===== src/irqep_pkg.sv =====
// Constants shared by the interrupt enable, priority and pin edge block.
// Assumes one 25 MHz system clock and an APB register port.
package irqep_pkg;

	localparam int NUM_SRC    = 24;
	localparam int NUM_GROUP  = 6;
	localparam int GROUP_SIZE = 4;
	localparam int NUM_PINS   = 19;
	localparam int NUM_TIMERS = 5;
	localparam int NUM_LEVELS = 4;
	localparam int SYNC_DEPTH = 2;
	localparam int ADDR_W     = 12;
	localparam int IDX_W      = 10;

	// Register indices; the byte address is four times the index.
	localparam logic [IDX_W-1:0] IDX_FLAGS_LOW   = 10'h0a3;
	localparam logic [IDX_W-1:0] IDX_TIMER_FLAGS = 10'h0a4;
	localparam logic [IDX_W-1:0] IDX_FLAGS_HIGH  = 10'h0a5;
	localparam logic [IDX_W-1:0] IDX_SEL_0_3     = 10'h0a6;
	localparam logic [IDX_W-1:0] IDX_SEL_4_7     = 10'h0a7;
	localparam logic [IDX_W-1:0] IDX_MASK_A      = 10'h0a8;
	localparam logic [IDX_W-1:0] IDX_MASK_B      = 10'h0a9;
	localparam logic [IDX_W-1:0] IDX_MASK_C      = 10'h0aa;
	localparam logic [IDX_W-1:0] IDX_MASK_D      = 10'h0ab;
	localparam logic [IDX_W-1:0] IDX_SEL_8_9_18  = 10'h0ad;
	localparam logic [IDX_W-1:0] IDX_SEL_10_13   = 10'h0ae;
	localparam logic [IDX_W-1:0] IDX_SEL_14_17   = 10'h0af;
	localparam logic [IDX_W-1:0] IDX_LEVEL_LOW   = 10'h0b8;
	localparam logic [IDX_W-1:0] IDX_LEVEL_HIGH  = 10'h0f8;
	localparam logic [IDX_W-1:0] IDX_EVT_STATUS  = 10'h0c0;
	localparam logic [IDX_W-1:0] IDX_EVT_CLEAR   = 10'h0c1;
	localparam logic [IDX_W-1:0] IDX_EVT_ENABLE  = 10'h0c2;

	// Writable bits of each byte register.
	localparam logic [7:0] WMASK_MASK_A  = 8'hbf;
	localparam logic [7:0] WMASK_MASK_BD = 8'h3f;
	localparam logic [7:0] WMASK_MASK_C  = 8'h1f;
	localparam logic [7:0] WMASK_LEVEL   = 8'h3f;
	localparam logic [7:0] WMASK_SEL_1   = 8'h3f;
	localparam logic [7:0] WMASK_FULL    = 8'hff;

	localparam int          GLOBAL_EN_BIT = 7;
	localparam logic [7:0]  RESET_BYTE    = 8'h00;
	localparam logic [23:0] RESET_WORD    = 24'h000000;

	// Sources fed by the flag registers instead of, or as well as, a peripheral.
	localparam int SRC_PINS_0_7    = 5;
	localparam int SRC_TIMER_3_6   = 13;
	localparam int SRC_TIMER_7     = 14;
	localparam int SRC_PINS_8_9_18 = 16;
	localparam int SRC_PINS_10_17  = 23;

	typedef enum logic [1:0] {
		IRQEP_EDGE_NONE = 2'b00,
		IRQEP_EDGE_RISE = 2'b01,
		IRQEP_EDGE_FALL = 2'b10,
		IRQEP_EDGE_BOTH = 2'b11
	} irqep_edge_e;

endpackage


===== src/irqep_ctrl.sv =====
// Interrupt enable, group priority and external pin edge flag block.
// Assumes peripheral requests and timer events come from sys_clk logic,
// external pins are asynchronous, and the CPU pulses acknowledge and
// return on sys_clk.
`timescale 1ns/1ps

module irqep_ctrl
	import irqep_pkg::*;
(
	// Clock and reset.
	input  wire logic                           sys_clk,
	input  wire logic                           rst_n,
	// APB register port.
	input  wire logic                           psel,
	input  wire logic                           penable,
	input  wire logic                           pwrite,
	input  wire logic [irqep_pkg::ADDR_W-1:0]   paddr,
	input  wire logic [31:0]                    pwdata,
	input  wire logic [3:0]                     pstrb,
	output logic                                pready,
	output logic [31:0]                         prdata,
	output logic                                pslverr,
	// Peripheral requests and timer events.
	input  wire logic [irqep_pkg::NUM_SRC-1:0]  periph_req,
	input  wire logic [irqep_pkg::NUM_TIMERS-1:0] timer_evt,
	// External pins.
	input  wire logic [irqep_pkg::NUM_PINS-1:0] external_pin_irq,
	// CPU side.
	input  wire logic                           cpu_ack,
	input  wire logic                           cpu_reti,
	output logic [irqep_pkg::NUM_SRC-1:0]       cpu_req,
	output logic                                cpu_req_valid,
	output logic [4:0]                          cpu_vec_idx,
	output logic [1:0]                          cpu_req_level,
	// Summary interrupt.
	output logic                                irq_out
);
	import irqep_pkg::*;

	logic [7:0]  enable_mask_a;
	logic [7:0]  enable_mask_b;
	logic [7:0]  enable_mask_c;
	logic [7:0]  enable_mask_d;
	logic [7:0]  group_level_low_bits;
	logic [7:0]  group_level_high_bits;
	logic [7:0]  ext_pin_flags_low;
	logic [7:0]  ext_pin_timer_flags;
	logic [7:0]  ext_pin_flags_high;
	logic [7:0]  edge_select_pins_0_3;
	logic [7:0]  edge_select_pins_4_7;
	logic [7:0]  edge_select_pins_8_9_18;
	logic [7:0]  edge_select_pins_10_13;
	logic [7:0]  edge_select_pins_14_17;
	logic [23:0] evt_status;
	logic [23:0] evt_enable;
	logic [NUM_LEVELS-1:0] in_service;

	logic [NUM_PINS-1:0] pin_sync1;
	logic [NUM_PINS-1:0] pin_sync2;
	logic [NUM_PINS-1:0] pin_prev;
	logic [NUM_PINS-1:0] pin_edge;
	logic [1:0]          pin_edge_code [NUM_PINS];
	logic [SYNC_DEPTH:0] hist_fill;

	logic [IDX_W-1:0] reg_idx;
	logic             access;
	logic             wr_en;
	logic             addr_hit;
	logic [31:0]      next_rdata;
	logic [7:0]       wbyte;

	logic [NUM_SRC-1:0] src_raw;
	logic [NUM_SRC-1:0] src_en;
	logic [NUM_SRC-1:0] pending;
	logic               global_irq_enable;
	logic               next_valid;
	logic [4:0]         next_idx;
	logic [1:0]         next_level;
	logic [1:0]         cur_level;

	assign reg_idx = paddr[ADDR_W-1:2];
	// An access cycle is one that has not yet been answered; ready then
	// closes it for one cycle, so a request that is held is answered every second cycle.
	assign access  = psel & penable & ~pready;
	assign wr_en   = psel & penable & pready & pwrite;
	// Byte registers live in lane 0; a cleared strobe leaves them alone.
	assign wbyte   = pstrb[0] ? pwdata[7:0] : 8'h00;

	// Edge select codes gathered per pin.
	always_comb begin
		for (int i = 0; i < 4; i++) begin
			pin_edge_code[i]      = edge_select_pins_0_3[2*i +: 2];
			pin_edge_code[i + 4]  = edge_select_pins_4_7[2*i +: 2];
			pin_edge_code[i + 10] = edge_select_pins_10_13[2*i +: 2];
			pin_edge_code[i + 14] = edge_select_pins_14_17[2*i +: 2];
		end
		pin_edge_code[8]  = edge_select_pins_8_9_18[1:0];
		pin_edge_code[9]  = edge_select_pins_8_9_18[3:2];
		pin_edge_code[18] = edge_select_pins_8_9_18[5:4];
	end

	// Two-stage synchroniser, then a history stage for edge detection.
	always_ff @(posedge sys_clk) begin
		if (!rst_n) begin
			pin_sync1 <= '0;
			pin_sync2 <= '0;
			pin_prev  <= '0;
		end else begin
			pin_sync1 <= external_pin_irq;
			pin_sync2 <= pin_sync1;
			pin_prev  <= pin_sync2;
		end
	end

	// The history stage holds a real pin sample only SYNC_DEPTH+1 cycles
	// after reset; until then a pin that idles high would look like a
	// rising edge, so edge detection waits for the fill to complete.
	always_ff @(posedge sys_clk) begin
		if (!rst_n) begin
			hist_fill <= '0;
		end else begin
			hist_fill <= {hist_fill[SYNC_DEPTH-1:0], 1'b1};
		end
	end

	genvar gp;
	generate
		for (gp = 0; gp < NUM_PINS; gp++) begin : g_edge
			logic rise;
			logic fall;
			assign rise = pin_sync2[gp] & ~pin_prev[gp];
			assign fall = ~pin_sync2[gp] & pin_prev[gp];
			assign pin_edge[gp] = hist_fill[SYNC_DEPTH] &
				((pin_edge_code[gp][0] & rise) |
				(pin_edge_code[gp][1] & fall));
		end
	endgenerate

	// Control registers.
	always_ff @(posedge sys_clk) begin
		if (!rst_n) begin
			enable_mask_a           <= RESET_BYTE;
			enable_mask_b           <= RESET_BYTE;
			enable_mask_c           <= RESET_BYTE;
			enable_mask_d           <= RESET_BYTE;
			group_level_low_bits    <= RESET_BYTE;
			group_level_high_bits   <= RESET_BYTE;
			edge_select_pins_0_3    <= RESET_BYTE;
			edge_select_pins_4_7    <= RESET_BYTE;
			edge_select_pins_8_9_18 <= RESET_BYTE;
			edge_select_pins_10_13  <= RESET_BYTE;
			edge_select_pins_14_17  <= RESET_BYTE;
		end else if (wr_en && pstrb[0]) begin
			case (reg_idx)
				IDX_MASK_A: enable_mask_a <= wbyte & WMASK_MASK_A;
				IDX_MASK_B: enable_mask_b <= wbyte & WMASK_MASK_BD;
				IDX_MASK_C: enable_mask_c <= wbyte & WMASK_MASK_C;
				IDX_MASK_D: enable_mask_d <= wbyte & WMASK_MASK_BD;
				IDX_LEVEL_LOW: group_level_low_bits <= wbyte & WMASK_LEVEL;
				IDX_LEVEL_HIGH: group_level_high_bits <= wbyte & WMASK_LEVEL;
				IDX_SEL_0_3: edge_select_pins_0_3 <= wbyte;
				IDX_SEL_4_7: edge_select_pins_4_7 <= wbyte;
				IDX_SEL_8_9_18: edge_select_pins_8_9_18 <= wbyte & WMASK_SEL_1;
				IDX_SEL_10_13: edge_select_pins_10_13 <= wbyte;
				IDX_SEL_14_17: edge_select_pins_14_17 <= wbyte;
				default: ;
			endcase
		end
	end

	// Flags: writing zero clears, writing one keeps, a new edge always sets.
	// A clear and an edge in the same cycle leave the flag set, so an event
	// that lands while software clears an older one is never lost.
	always_ff @(posedge sys_clk) begin
		if (!rst_n) begin
			ext_pin_flags_low   <= RESET_BYTE;
			ext_pin_timer_flags <= RESET_BYTE;
			ext_pin_flags_high  <= RESET_BYTE;
		end else begin
			ext_pin_flags_low <= ((wr_en && pstrb[0] &&
				reg_idx == IDX_FLAGS_LOW) ? (ext_pin_flags_low & wbyte) :
				ext_pin_flags_low) | pin_edge[7:0];
			ext_pin_timer_flags <= ((wr_en && pstrb[0] &&
				reg_idx == IDX_TIMER_FLAGS) ?
				(ext_pin_timer_flags & wbyte) : ext_pin_timer_flags) |
				{timer_evt, pin_edge[18], pin_edge[9], pin_edge[8]};
			ext_pin_flags_high <= ((wr_en && pstrb[0] &&
				reg_idx == IDX_FLAGS_HIGH) ? (ext_pin_flags_high & wbyte) :
				ext_pin_flags_high) | pin_edge[17:10];
		end
	end

	// Request sources and their enables.
	// Pin and timer flags replace or join the peripheral level for the
	// sources that they feed; the other sources pass straight through.
	assign global_irq_enable = enable_mask_a[GLOBAL_EN_BIT];

	always_comb begin
		src_raw = periph_req;
		src_raw[SRC_PINS_0_7]    = |ext_pin_flags_low;
		src_raw[SRC_TIMER_3_6]   = periph_req[SRC_TIMER_3_6] |
			(|ext_pin_timer_flags[6:3]);
		src_raw[SRC_TIMER_7]     = periph_req[SRC_TIMER_7] |
			ext_pin_timer_flags[7];
		src_raw[SRC_PINS_8_9_18] = |ext_pin_timer_flags[2:0];
		src_raw[SRC_PINS_10_17]  = |ext_pin_flags_high;
		src_en = {enable_mask_d[5:0], enable_mask_c[5:0],
			enable_mask_b[5:0], enable_mask_a[5:0]};
		pending = src_raw & src_en & {NUM_SRC{global_irq_enable}};
	end

	// Level of the routine now running, highest in-service bit.
	always_comb begin
		cur_level = 2'b00;
		for (int l = 0; l < NUM_LEVELS; l++) begin
			if (in_service[l]) begin
				cur_level = 2'(l);
			end
		end
	end

	// Pick the highest level; strict compare keeps the lower index on ties.
	// The level only rises on the way up the list, so the first source seen
	// at the winning level is the lowest numbered one.
	always_comb begin
		logic       found;
		logic [1:0] lvl;
		found      = 1'b0;
		lvl        = 2'b00;
		next_idx   = 5'h00;
		next_level = 2'b00;
		for (int s = 0; s < NUM_SRC; s++) begin
			lvl = {group_level_high_bits[s / GROUP_SIZE],
				group_level_low_bits[s / GROUP_SIZE]};
			if (pending[s] && (!found || lvl > next_level)) begin
				found      = 1'b1;
				next_idx   = 5'(s);
				next_level = lvl;
			end
		end
		next_valid = found && (in_service == '0 ||
			next_level > cur_level);
	end

	// CPU facing request outputs.
	// An accepted request drops valid for a cycle, which gives the nesting
	// record time to take the new level before the next decision.
	always_ff @(posedge sys_clk) begin
		if (!rst_n) begin
			cpu_req       <= '0;
			cpu_req_valid <= 1'b0;
			cpu_vec_idx   <= 5'h00;
			cpu_req_level <= 2'b00;
		end else begin
			cpu_req       <= pending;
			cpu_req_valid <= next_valid & ~cpu_ack;
			cpu_vec_idx   <= next_idx;
			cpu_req_level <= next_level;
		end
	end

	// Nesting record: acknowledge enters a level, return leaves the top one.
	// A return and an acknowledge in one cycle close the old top level
	// first, so the newly accepted level is never cleared by mistake.
	always_ff @(posedge sys_clk) begin
		if (!rst_n) begin
			in_service <= '0;
		end else begin
			logic [NUM_LEVELS-1:0] nxt;
			nxt = in_service;
			if (cpu_reti && in_service != '0) begin
				nxt[cur_level] = 1'b0;
			end
			if (cpu_ack && cpu_req_valid) begin
				nxt[cpu_req_level] = 1'b1;
			end
			in_service <= nxt;
		end
	end

	// Sticky event status, write-one clear, enable and summary line.
	// The status follows the enabled requests, so a clear that meets a
	// request still standing leaves the bit set.
	always_ff @(posedge sys_clk) begin
		if (!rst_n) begin
			evt_status <= RESET_WORD;
			evt_enable <= RESET_WORD;
			irq_out    <= 1'b0;
		end else begin
			logic [23:0] clr;
			clr = '0;
			if (wr_en && reg_idx == IDX_EVT_CLEAR) begin
				for (int b = 0; b < 3; b++) begin
					if (pstrb[b]) begin
						clr[8*b +: 8] = pwdata[8*b +: 8];
					end
				end
			end
			if (wr_en && reg_idx == IDX_EVT_ENABLE) begin
				for (int b = 0; b < 3; b++) begin
					if (pstrb[b]) begin
						evt_enable[8*b +: 8] <= pwdata[8*b +: 8];
					end
				end
			end
			evt_status <= (evt_status & ~clr) | pending;
			irq_out    <= |(evt_status & evt_enable);
		end
	end

	// Read data and decode.
	// Reads of unmapped indices return zero with an error response.
	always_comb begin
		addr_hit   = 1'b1;
		next_rdata = 32'h00000000;
		case (reg_idx)
			IDX_FLAGS_LOW:   next_rdata[7:0] = ext_pin_flags_low;
			IDX_TIMER_FLAGS: next_rdata[7:0] = ext_pin_timer_flags;
			IDX_FLAGS_HIGH:  next_rdata[7:0] = ext_pin_flags_high;
			IDX_SEL_0_3:     next_rdata[7:0] = edge_select_pins_0_3;
			IDX_SEL_4_7:     next_rdata[7:0] = edge_select_pins_4_7;
			IDX_MASK_A:      next_rdata[7:0] = enable_mask_a;
			IDX_MASK_B:      next_rdata[7:0] = enable_mask_b;
			IDX_MASK_C:      next_rdata[7:0] = enable_mask_c;
			IDX_MASK_D:      next_rdata[7:0] = enable_mask_d;
			IDX_SEL_8_9_18:  next_rdata[7:0] = edge_select_pins_8_9_18;
			IDX_SEL_10_13:   next_rdata[7:0] = edge_select_pins_10_13;
			IDX_SEL_14_17:   next_rdata[7:0] = edge_select_pins_14_17;
			IDX_LEVEL_LOW:   next_rdata[7:0] = group_level_low_bits;
			IDX_LEVEL_HIGH:  next_rdata[7:0] = group_level_high_bits;
			IDX_EVT_STATUS:  next_rdata[23:0] = evt_status;
			IDX_EVT_CLEAR:   next_rdata = 32'h00000000;
			IDX_EVT_ENABLE:  next_rdata[23:0] = evt_enable;
			default:         addr_hit = 1'b0;
		endcase
	end

	// One wait state: ready rises in the second access cycle.
	// Read data is captured only for reads, so it holds between reads.
	always_ff @(posedge sys_clk) begin
		if (!rst_n) begin
			pready  <= 1'b0;
			prdata  <= 32'h00000000;
			pslverr <= 1'b0;
		end else begin
			pready  <= access;
			pslverr <= access & ~addr_hit;
			if (access && !pwrite) begin
				prdata <= next_rdata;
			end
		end
	end

endmodule


===== config.mk =====
export PLATFORM = sky130hd
export DESIGN_NAME = irqep_ctrl
export DESIGN_NICKNAME = d
export VERILOG_FILES = /design/src/irqep_pkg.sv /design/src/irqep_ctrl.sv
export SDC_FILE = /design/constraint.sdc
export NUM_CORES = 1
export LEC_CHECK = 0
export ABC_CLOCK_PERIOD_IN_PS = 29900
export BUFFER_PORTS_ARGS = -buffer_cell sky130_fd_sc_hd__buf_2
export CELL_PAD_IN_SITES_DETAIL_PLACEMENT = 0
export CELL_PAD_IN_SITES_GLOBAL_PLACEMENT = 1
export CORE_MARGIN = 2
export CORE_UTILIZATION = 43
export CTS_CLUSTER_DIAMETER = 100
export CTS_CLUSTER_SIZE = 25
export DETAILED_ROUTE_END_ITERATION = 8
export PLACE_DENSITY_LB_ADDON = 0.1
export RECOVER_POWER = 50
export SLEW_MARGIN = 20
export SYNTH_ARGS = -nofsm -noshare
export SYNTH_HDL_FRONTEND = slang
export SYNTH_SLANG_ARGS = --single-unit

===== constraint.sdc =====
create_clock -name sys_clk -period 29.9 [get_ports sys_clk]
set_input_delay 2.99 -clock sys_clk [delete_from_list [all_inputs] [get_ports sys_clk]]
set_output_delay 2.99 -clock sys_clk [all_outputs]
set_load 0.01 [all_outputs]

## Word-level counts from Yosys, hierarchy flattened

Cells that the tools add are included.

| storage, ports and cells | value |
|---|---|
| register bits after elaboration | 269 |
| bits of input ports | 103 |
| output and inout port bits | 67 |
| word-level logic and storage cells | 456 |

| operators by class | value |
|---|---|
| order comparisons | 28 |
| equal/unequal tests | 17 |
| multiplexer cells | 93 |
| bitwise logic cells | 179 |
| reductions and logical operators | 106 |

Operators with widths:

| operator | number |
|---|---|
| 10-bit by 8-bit equality test with 1-bit output, second input constant | 17 |
| 8-bit case mux with 16 select lines | 1 |
| 5-bit two-way mux | 22 |
| 1-bit bitwise AND | 101 |
| 24-bit bitwise AND | 4 |
| 2-bit two-way mux | 26 |
| 2-bit greater-than comparator | 24 |
| 24-bit two-way mux | 2 |
| 8-bit two-way mux | 6 |
| 1-bit inverter | 42 |
| 1-bit logical AND | 35 |
| 16-bit case mux with 2 select lines | 1 |
| 1-bit two-way mux | 30 |
| 2-bit AND reduction | 14 |
| 8-bit bitwise AND | 3 |
| 1-bit zero test | 24 |
| 1-bit logical OR | 24 |
| 24-bit inverter | 1 |
| 24-bit bitwise OR | 1 |
| 8-bit bitwise OR | 3 |
| 24-bit OR reduction | 1 |
| 1-bit bitwise OR | 21 |
| 17-bit OR reduction | 1 |
| 8-bit OR reduction | 2 |
| other kinds (12) | 17 |

## Longest topological paths before layout

Gate-level depths: netlist (run 1).

| depth | value |
|---|---|
| word-level depth | 101 |
| mapped depth | 134 |
| gate-level depth less buffers | 132 |

## Worst setup path after synthesis (run 1)

No wires, ideal clock.

| path | value |
|---|---|
| path kind | input -> register |
| start point | input port periph_req[3] (netlist bit) |
| end point | register cpu_req_valid |
| library setup time | 131 ps |
| arrival time | 26880 ps |
| required time | 29769 ps |
| path slack | 2889 ps |
| stages | 123 |
| path buffers | 2 |
| cell sequence | and3_1 buf_6 a211oi_1 nor2_1 ha_1 or2_2 maj3_1 a21oi_1 nand2_1 nand2_1 ha_1 or2_2 maj3_1 a21boi_0 o21ai_0 nor2_1 a31oi_1 ha_1 [87 not listed] ha_1 a21oi_1 o21ai_0 nand2_1 mux2_2 ha_1 nand2_1 o21ai_0 a21o_1 and2_1 and2_1 clkbuf_1 mux2_1 ha_1 a21oi_1 a21oi_1 a21oi_1 nor4_1 |

| on the way | value |
|---|---|
| longest elaborated chain between the ends | 88 |
| elaborated cells between the ends (all ways) | 129 |
| classes of those cells | order compare (21); mux (42); bitwise (3); reduce/logical (63) |

RTL lines:

| element | RTL line | RTL |
|---|---|---|
| start, declared | irqep_ctrl.sv:24 | `input wire logic [irqep_pkg::NUM_SRC-1:0] periph_req,` |
| 24-bit bitwise AND * (2 in series) | irqep_ctrl.sv:209 | `pending = src_raw & src_en & {NUM_SRC{global_irq_enable}};` |
| 1-bit logical AND * | irqep_ctrl.sv:235 | `if (pending[s] && (!found \|\| lvl > next_level)) begin` |
| 2-bit two-way mux / 1-bit two-way mux (equally long branches) | irqep_ctrl.sv:235 |  |
| 2-bit greater-than comparator / 1-bit zero test (equally long branches) | irqep_ctrl.sv:235 |  |
| 1-bit logical OR | irqep_ctrl.sv:235 |  |
| 1-bit logical AND | irqep_ctrl.sv:235 |  |
| 2-bit two-way mux / 1-bit two-way mux (equally long branches) | irqep_ctrl.sv:235 |  |
| 2-bit greater-than comparator / 1-bit zero test (equally long branches) | irqep_ctrl.sv:235 |  |
| [72 not listed] | -- |  |
| 1-bit logical OR | irqep_ctrl.sv:235 |  |
| 1-bit logical AND | irqep_ctrl.sv:235 |  |
| 2-bit two-way mux * | irqep_ctrl.sv:235 |  |
| net next_level[1] | irqep_ctrl.sv:78 | `logic [1:0] next_level;` |
| 2-bit greater-than comparator * | irqep_ctrl.sv:242 | `next_level > cur_level);` |
| 1-bit logical OR * | irqep_ctrl.sv:241 | `next_valid = found && (in_service == '0 \|\|` |
| 1-bit logical AND * | irqep_ctrl.sv:241 |  |
| 1-bit bitwise AND * | irqep_ctrl.sv:256 | `cpu_req_valid <= next_valid & ~cpu_ack;` |
| end signal, assigned | irqep_ctrl.sv:256 |  |
| end, declared | irqep_ctrl.sv:32 | `output logic cpu_req_valid,` |

The timed path passes the listed nets; every way through them passes the cells marked *.
A chain may end at the register's enable or synchronous reset.

## Worst setup path after layout (run 1)

| path | value |
|---|---|
| start point | input port periph_req[0] (netlist bit) |
| end point | register cpu_req_valid |

| on the way | value |
|---|---|
| longest elaborated chain between the ends | 99 |
| elaborated cells between the ends (all ways) | 146 |
| classes of those cells | order compare (24); mux (48); bitwise (3); reduce/logical (71) |

RTL lines:

| element | RTL line |
|---|---|
| 24-bit bitwise AND * (2 in series) | irqep_ctrl.sv:209 |
| 2-bit two-way mux / 1-bit two-way mux (equally long branches) | irqep_ctrl.sv:235 |
| 2-bit greater-than comparator / 1-bit zero test (equally long branches) | irqep_ctrl.sv:235 |
| 1-bit logical OR | irqep_ctrl.sv:235 |
| 1-bit logical AND | irqep_ctrl.sv:235 |
| 2-bit two-way mux / 1-bit two-way mux (equally long branches) | irqep_ctrl.sv:235 |
| 2-bit greater-than comparator / 1-bit zero test (equally long branches) | irqep_ctrl.sv:235 |
| 1-bit logical OR | irqep_ctrl.sv:235 |
| [83 not listed] | -- |
| 1-bit logical OR | irqep_ctrl.sv:235 |
| 1-bit logical AND | irqep_ctrl.sv:235 |
| 2-bit two-way mux * | irqep_ctrl.sv:235 |
| net next_level[1] | irqep_ctrl.sv:78 |
| 2-bit greater-than comparator * | irqep_ctrl.sv:242 |
| 1-bit logical OR * | irqep_ctrl.sv:241 |
| 1-bit logical AND * | irqep_ctrl.sv:241 |
| 1-bit bitwise AND * | irqep_ctrl.sv:256 |

Marks and branches as above.

==> results of run 1 <==
-- registers in the layout, summed over array words and instances (netlist names), 19 cells and up --
name / flops
cpu_req: 23
evt_enable: 24
evt_status: 24
pin_prev: 19
pin_sync1: 19
pin_sync2: 19
prdata: 24
-- stage by stage --
stage | utilization | hold WS [ns] | instance area (µm²) | setup WS [ns] | setup TNS (ns)
floorplan | - | 0.412 | 12300 | 2.89 | 0
global placement | 0.476 | 0.413 | 13300 | 0.0604 | 0
detailed placement | 0.476 | 0.419 | 13300 | -0.143 | -0.143
CTS | 0.491 | 0.443 | 13700 | 0.290 | 0
global route | 0.492 | 0.454 | 13800 | -0.0248 | -0.0248
finish | 0.492 | 0.439 | 13800 | 1.68 | 0
-- power by group through the flow --
stage | clock [W] | sequential [W] | combinational [W]
floorplan | 0 | 0.000373 | 0.0000153
global placement | 0 | 0.000373 | 0.0000295
detailed placement | 0 | 0.000373 | 0.0000295
CTS | 0.000227 | 0.000365 | 0.0000296
global route | 0.000239 | 0.000366 | 0.0000320
finish | 0.000219 | 0.000365 | 0.0000292
-- worst register-to-register path: cells and delay by family, from the launching register on --
| family | cells | cell delay [ns] |
|---|---|---|
| AO/OA/AOI/OAI | 55 | 8.71 |
| adder cells (fa/ha/maj) | 23 | 6.65 |
| buffers and inverters | 1 | 0.39 |
| flip-flops | 1 | 0.70 |
| multiplexers | 14 | 4.90 |
| AND/OR/NAND/NOR | 30 | 4.87 |
-- synthesized netlist by cell type, types with 5 or more instances --
library cell,n,area share
dfxtp_1,268,0.44
nor2_1,180,0.055
nand2_1,159,0.048
o21ai_0,98,0.040
a21oi_1,94,0.038
mux2i_1,86,0.070
and2_1,77,0.039
clkbuf_1,73,0.022
a221oi_1,41,0.029
nor3_1,36,0.015
nand3_1,31,0.013
a22oi_1,30,0.018
ha_1,26,0.026
inv_1,24,0.0073
and3_1,23,0.012
nand3b_1,21,0.013
a31oi_1,14,0.0071
mux2_2,12,0.011
a22o_1,11,0.0078
buf_4,10,0.0061
nor4_1,9,0.0046
o211ai_1,8,0.0049
a21o_1,7,0.0043
or2_2,7,0.0036
or3_1,7,0.0036
nand4_1,5,0.0025
-- final timing paths --
path | start | end | depth (start not counted) | slack [ns]
worst max-delay path | periph_req[0] | cpu_req_valid$_SDFF_PN0_ | 124 | 1.68
worst min-delay path | pin_sync1[8]$_SDFF_PN0_ | pin_sync2[8]$_SDFF_PN0_ | 1 | 0.44
worst max register to register | enable_mask_a[7]$_SDFFE_PN0P_ | cpu_req_valid$_SDFF_PN0_ | 123 | 3.58
worst min register to register | pin_sync1[8]$_SDFF_PN0_ | pin_sync2[8]$_SDFF_PN0_ | 1 | 0.44
-- metal layers --
| layer | vias up | global-route usage |
|---|---|---|
| met1 | 5307 | 0.375 |
| met2 | 348 | 0.402 |
| met3 | 53 | 0.0338 |
| li1 | 5359 | - |
| met5 | - | 0 |
| met4 | 2 | 0.0618 |
-- kinds of logic after synthesis --
family / count (synthesis) / synth area share
simple gates: 575 / 0.222
flops: 268 / 0.436
fa+ha+maj: 30 / 0.0297
other cells: 1 / 0.000304
mux: 101 / 0.0842
compound gates: 358 / 0.188
buf+inv: 115 / 0.0397
-- final cells by class --
| cell class | instances | area [µm²] | area share |
|---|---|---|---|
| Multi-Input combinational cell | 1073 | 6600 | 0.479 |
| Inverter | 25 | 98.8 | 0.00717 |
| Clock buffer | 15 | 375 | 0.0272 |
| Sequential cell | 268 | 5370 | 0.389 |
| Antenna cell | 1 | 2.50 | 0.000182 |
| Timing Repair Buffer | 168 | 818 | 0.0594 |
| Tap cell | 378 | 473 | 0.0343 |
| Clock inverter | 4 | 48.8 | 0.00354 |
-- what timing repair did --
item / in CTS / in global routing
hold buffers: 0 / 0
setup endpoints to repair: 0 / 8
buffers inserted: 0 / 3
gates resized for setup: 0 / 31
==> results.cfg, run 1 <==
[run_status]
status = finished with violations
violations = max-capacitance violations, max-slew violations

[clocking]
cts_tree = built
clkSlewWorstSetupHoldPaths_ns = 0.09
clock_path_buffers = 3
clock-sinks = 268
clkLatencyLatePin_ns = 0.52
cts_htree_levels = 1
root_buffer = clkbuf_16
cts_buffers = 15

[layout]
area_delta_synth_final_pct = 11.9
final_common_cell = dfxtp_1
nets = 1680
drive_gt1_frac = 0.119
stdcell_count = 1932
layout_common_cells = dfxtp_1, nor2_1, nand2_1, a21oi_1, o21ai_0
nFillCells = 2832

[critical_path]
max_stage_delay_ns = 0.43
crit_type = input port to register
setup.worst_path.end_class = register
critPathMaxFanout = 7
cp.required_ns = 30.30
path_buf_inv = 1
path_common_cell = ha_1
path_delay_family = compound AO/OA/AOI/OAI gates
worstSetupStartpointType = input port
arrival_ns = 28.62
cp_slowest_cell = mux2_2

[detailed_routing]
met2_length_um = 17400
drc = 0
met1_length_um = 19000
first_pass_iters = 5
wl_met3_um = 2330
post_drt_wl_per_cell_um = 20.5
routed_wl_um = 39500
via_per_inst = 5.73
drtAntennaViolNets = 0
vias = 11069
first_iter_violations = 1021
routed.top_layer = met5

[job]
cap_violations = 2

[synth]
synth-edff-count = 0
syn_inst = 1448
synth.lib_cells_used.distinct = 75
async_flop_share = 0
avgSynthCellArea_um2 = 8.51
synth_ff_type = dfxtp_1
ys_warn_count = 0
syn_area_um2 = 12300
seq_area_frac_synth = 0.436
synth-seq-cells = 268

[pwr]
powerDensity_nw_per_um2 = 44.6
comb_power_share = 0.048
switching_share = 0.241
p_leak_nw = 5.19
total_power_w = 0.000614
p_seq_frac = 0.595
p_switching_w = 0.000148
ir_drop_mv = 0.0310
power.internal_w = 0.000466
pwr-share-clk = 0.357

[timing]
hold_violations = 0
fin_crit_sh = 0.944
skew_ns = 0.0258
max_slew_margin = -1.15
tightest_slew_ns = 3.23
slew_violations = 131
period_minus_slack_ns = 28.22
finalSetupViolCount = 0
clock.fmax_mhz = 35.4

[placed_design]
place_congestion = 0.894
port_buffers = 145
dp_hpwl_um = 28800
dp_cells = 1909

[global_route]
overflow = 0
grt_pass1_vias = 10319
antenna_found_initial = 3
grt_pass1_wl_um = 61100
grtUsageTotal = 0.257
grt_max_degree = 87

[floorplanning]
pin_count = 170
coreArea_um2 = 28000
initial_core_util = 0.440
rows = 61
die-area_um2 = 30000
die_h_um = 173
chipWidth_um = 173

[worst_hold_path]
hp-class = register to register
No activity file was read; power rests on OpenSTA's default activity.
==> run 2: changes to the inputs <==
- CORE_ASPECT_RATIO: unset -> 0.7
==> run 2 against run 1 <==
  * The flow still finishes with violations (max-capacitance violations, max-slew violations)
  * Clock-buffer cell count did not move
  * First-iteration DRC count is 11% lower
  * Sequential share of layout area increased by 0.13 points
  * Global-route usage grew 0.66 points
  * Critical path type unchanged
  * Largest cell class unchanged
  * Highest routed layer is now met4
==> results.cfg, run 2 (synthesis results as in run 1) <==
[worst_hold_path]
hp-class = register to register

[critical_path]
cp_slowest_cell = mux2_2
worstSetupStartpointType = input port
max_stage_delay_ns = 0.43
setup.worst_path.end_class = register
cp.required_ns = 30.27
arrival_ns = 28.57
critPathMaxFanout = 7
crit_type = input port to register
path_common_cell = ha_1

[detailed_routing]
drc = 0
first_pass_iters = 5
drtAntennaViolNets = 0
post_drt_wl_per_cell_um = 20.9
routed_wl_um = 40100
via_per_inst = 5.72
vias = 10987
first_iter_violations = 913

[timing]
finalSetupViolCount = 0
max_slew_margin = -1.52
hold_violations = 0
tightest_slew_ns = 3.78
fin_tns_setup_ns = 0
skew_ns = 0.0289
period_minus_slack_ns = 28.20
slew_violations = 214
fin_crit_sh = 0.943
clock.fmax_mhz = 35.5
rsz0062_at_grt = no

[floorplanning]
die_h_um = 146
chipWidth_um = 206
pin_count = 170
rows = 51
initial_core_util = 0.440
coreArea_um2 = 28000
die-area_um2 = 30000

[layout]
final_common_cell = dfxtp_1
area_delta_synth_final_pct = 11.5
top_regs = evt_enable x24, evt_status x24, prdata x24
layout_common_cells = dfxtp_1, nor2_1, nand2_1, a21oi_1, o21ai_0
multi_input_area_um2 = 6600
fin_util = 0.490
seqCellArea_um2 = 5370
nFillCells = 2784
nets = 1676
stdcell_area_um2 = 13700
drive_gt1_frac = 0.113

[job]
cap_violations = 3

[clocking]
cts_tree = built
clock-sinks = 268
root_buffer = clkbuf_16
cts_htree_levels = 1
cts_buffers = 15
clkLatencyLatePin_ns = 0.51
holdBufCountCts = 0
clock_path_buffers = 3
postCtsResizedCells = 0
clkSlewWorstSetupHoldPaths_ns = 0.09
post-cts-setup-buffer-count = 0

[global_route]
grtUsageTotal = 0.264
overflow = 0
grt_max_degree = 86
grt_pass1_vias = 10164
antenna_found_initial = 2
grt_pass1_wl_um = 61300

[placed_design]
dp_hpwl_um = 29500
place_congestion = 0.878
port_buffers = 145
place_area_um2 = 13300

[run_status]
status = finished with violations
violations = max-capacitance violations, max-slew violations

[pwr]
ir_drop_mv = 0.0399
powerDensity_nw_per_um2 = 44.6
p_leak_nw = 5.16
[run 2: critical path, delay by kind of cell]
kind                       cells  cell delay, ns
AOI/OAI and AO/OA             55            9.23
adders and majority gates     23            6.65
buffers and inverters          1            0.12
and+or+nand+nor               29            4.63
muxes                         14            4.90
[run 2: worst paths after layout]
| path | start | to | slack [ns] | depth (start not counted) |
|---|---|---|---|---|
| min | pin_sync1[9]$_SDFF_PN0_ | pin_sync2[9]$_SDFF_PN0_ | 0.42 | 1 |
| min reg2reg | pin_sync1[9]$_SDFF_PN0_ | pin_sync2[9]$_SDFF_PN0_ | 0.42 | 1 |
| max | periph_req[3] | cpu_req_valid$_SDFF_PN0_ | 1.70 | 122 |
| max reg2reg | enable_mask_a[7]$_SDFFE_PN0P_ | cpu_req_valid$_SDFF_PN0_ | 3.37 | 121 |
[run 2: power by group]
| part | switching [W] | total [W] | leakage, nW | internal (W) |
|---|---|---|---|---|
| Combinational | 0.0000200 | 0.0000296 | 2.79 | 0.00000960 |
| Clock | 0.000124 | 0.000217 | 0.202 | 0.0000936 |
| Sequential | 0.00000325 | 0.000365 | 2.17 | 0.000362 |
| Total | 0.000147 | 0.000612 | 5.16 | 0.000465 |
[run 2: layer usage]
layer | part of all wire | global-route usage | vias up
met3 | 0.082 | 0.0542 | 41
met4 | 0.017 | 0.0500 | 0
met5 | 0 | 0 | -
li1 | - | - | 5334
met1 | 0.51 | 0.421 | 5195
met2 | 0.39 | 0.359 | 417
[run 2: cell type report]
| class | count | area share |
|---|---|---|
| antenna | 2 | 0.000364 |
| timing repair buffer | 164 | 0.0571 |
| tap | 371 | 0.0338 |
| sequential | 268 | 0.391 |
| multi-input combinational | 1073 | 0.481 |
| clock buffer | 15 | 0.0273 |
| clock inverter | 2 | 0.00264 |
| inverter | 25 | 0.00720 |
[run 2: through the flow]
stage,hold slack [ns],std cells,setup WS [ns],total power (W)
global placement,0.413,1901,0.143,0.000403
global route,0.448,1919,0.0566,0.000634
CTS,0.425,1918,0.461,0.000618
floorplan,0.412,1456,2.89,0.000388
finish,0.422,1920,1.70,0.000612
detailed placement,0.417,1901,0.0160,0.000403
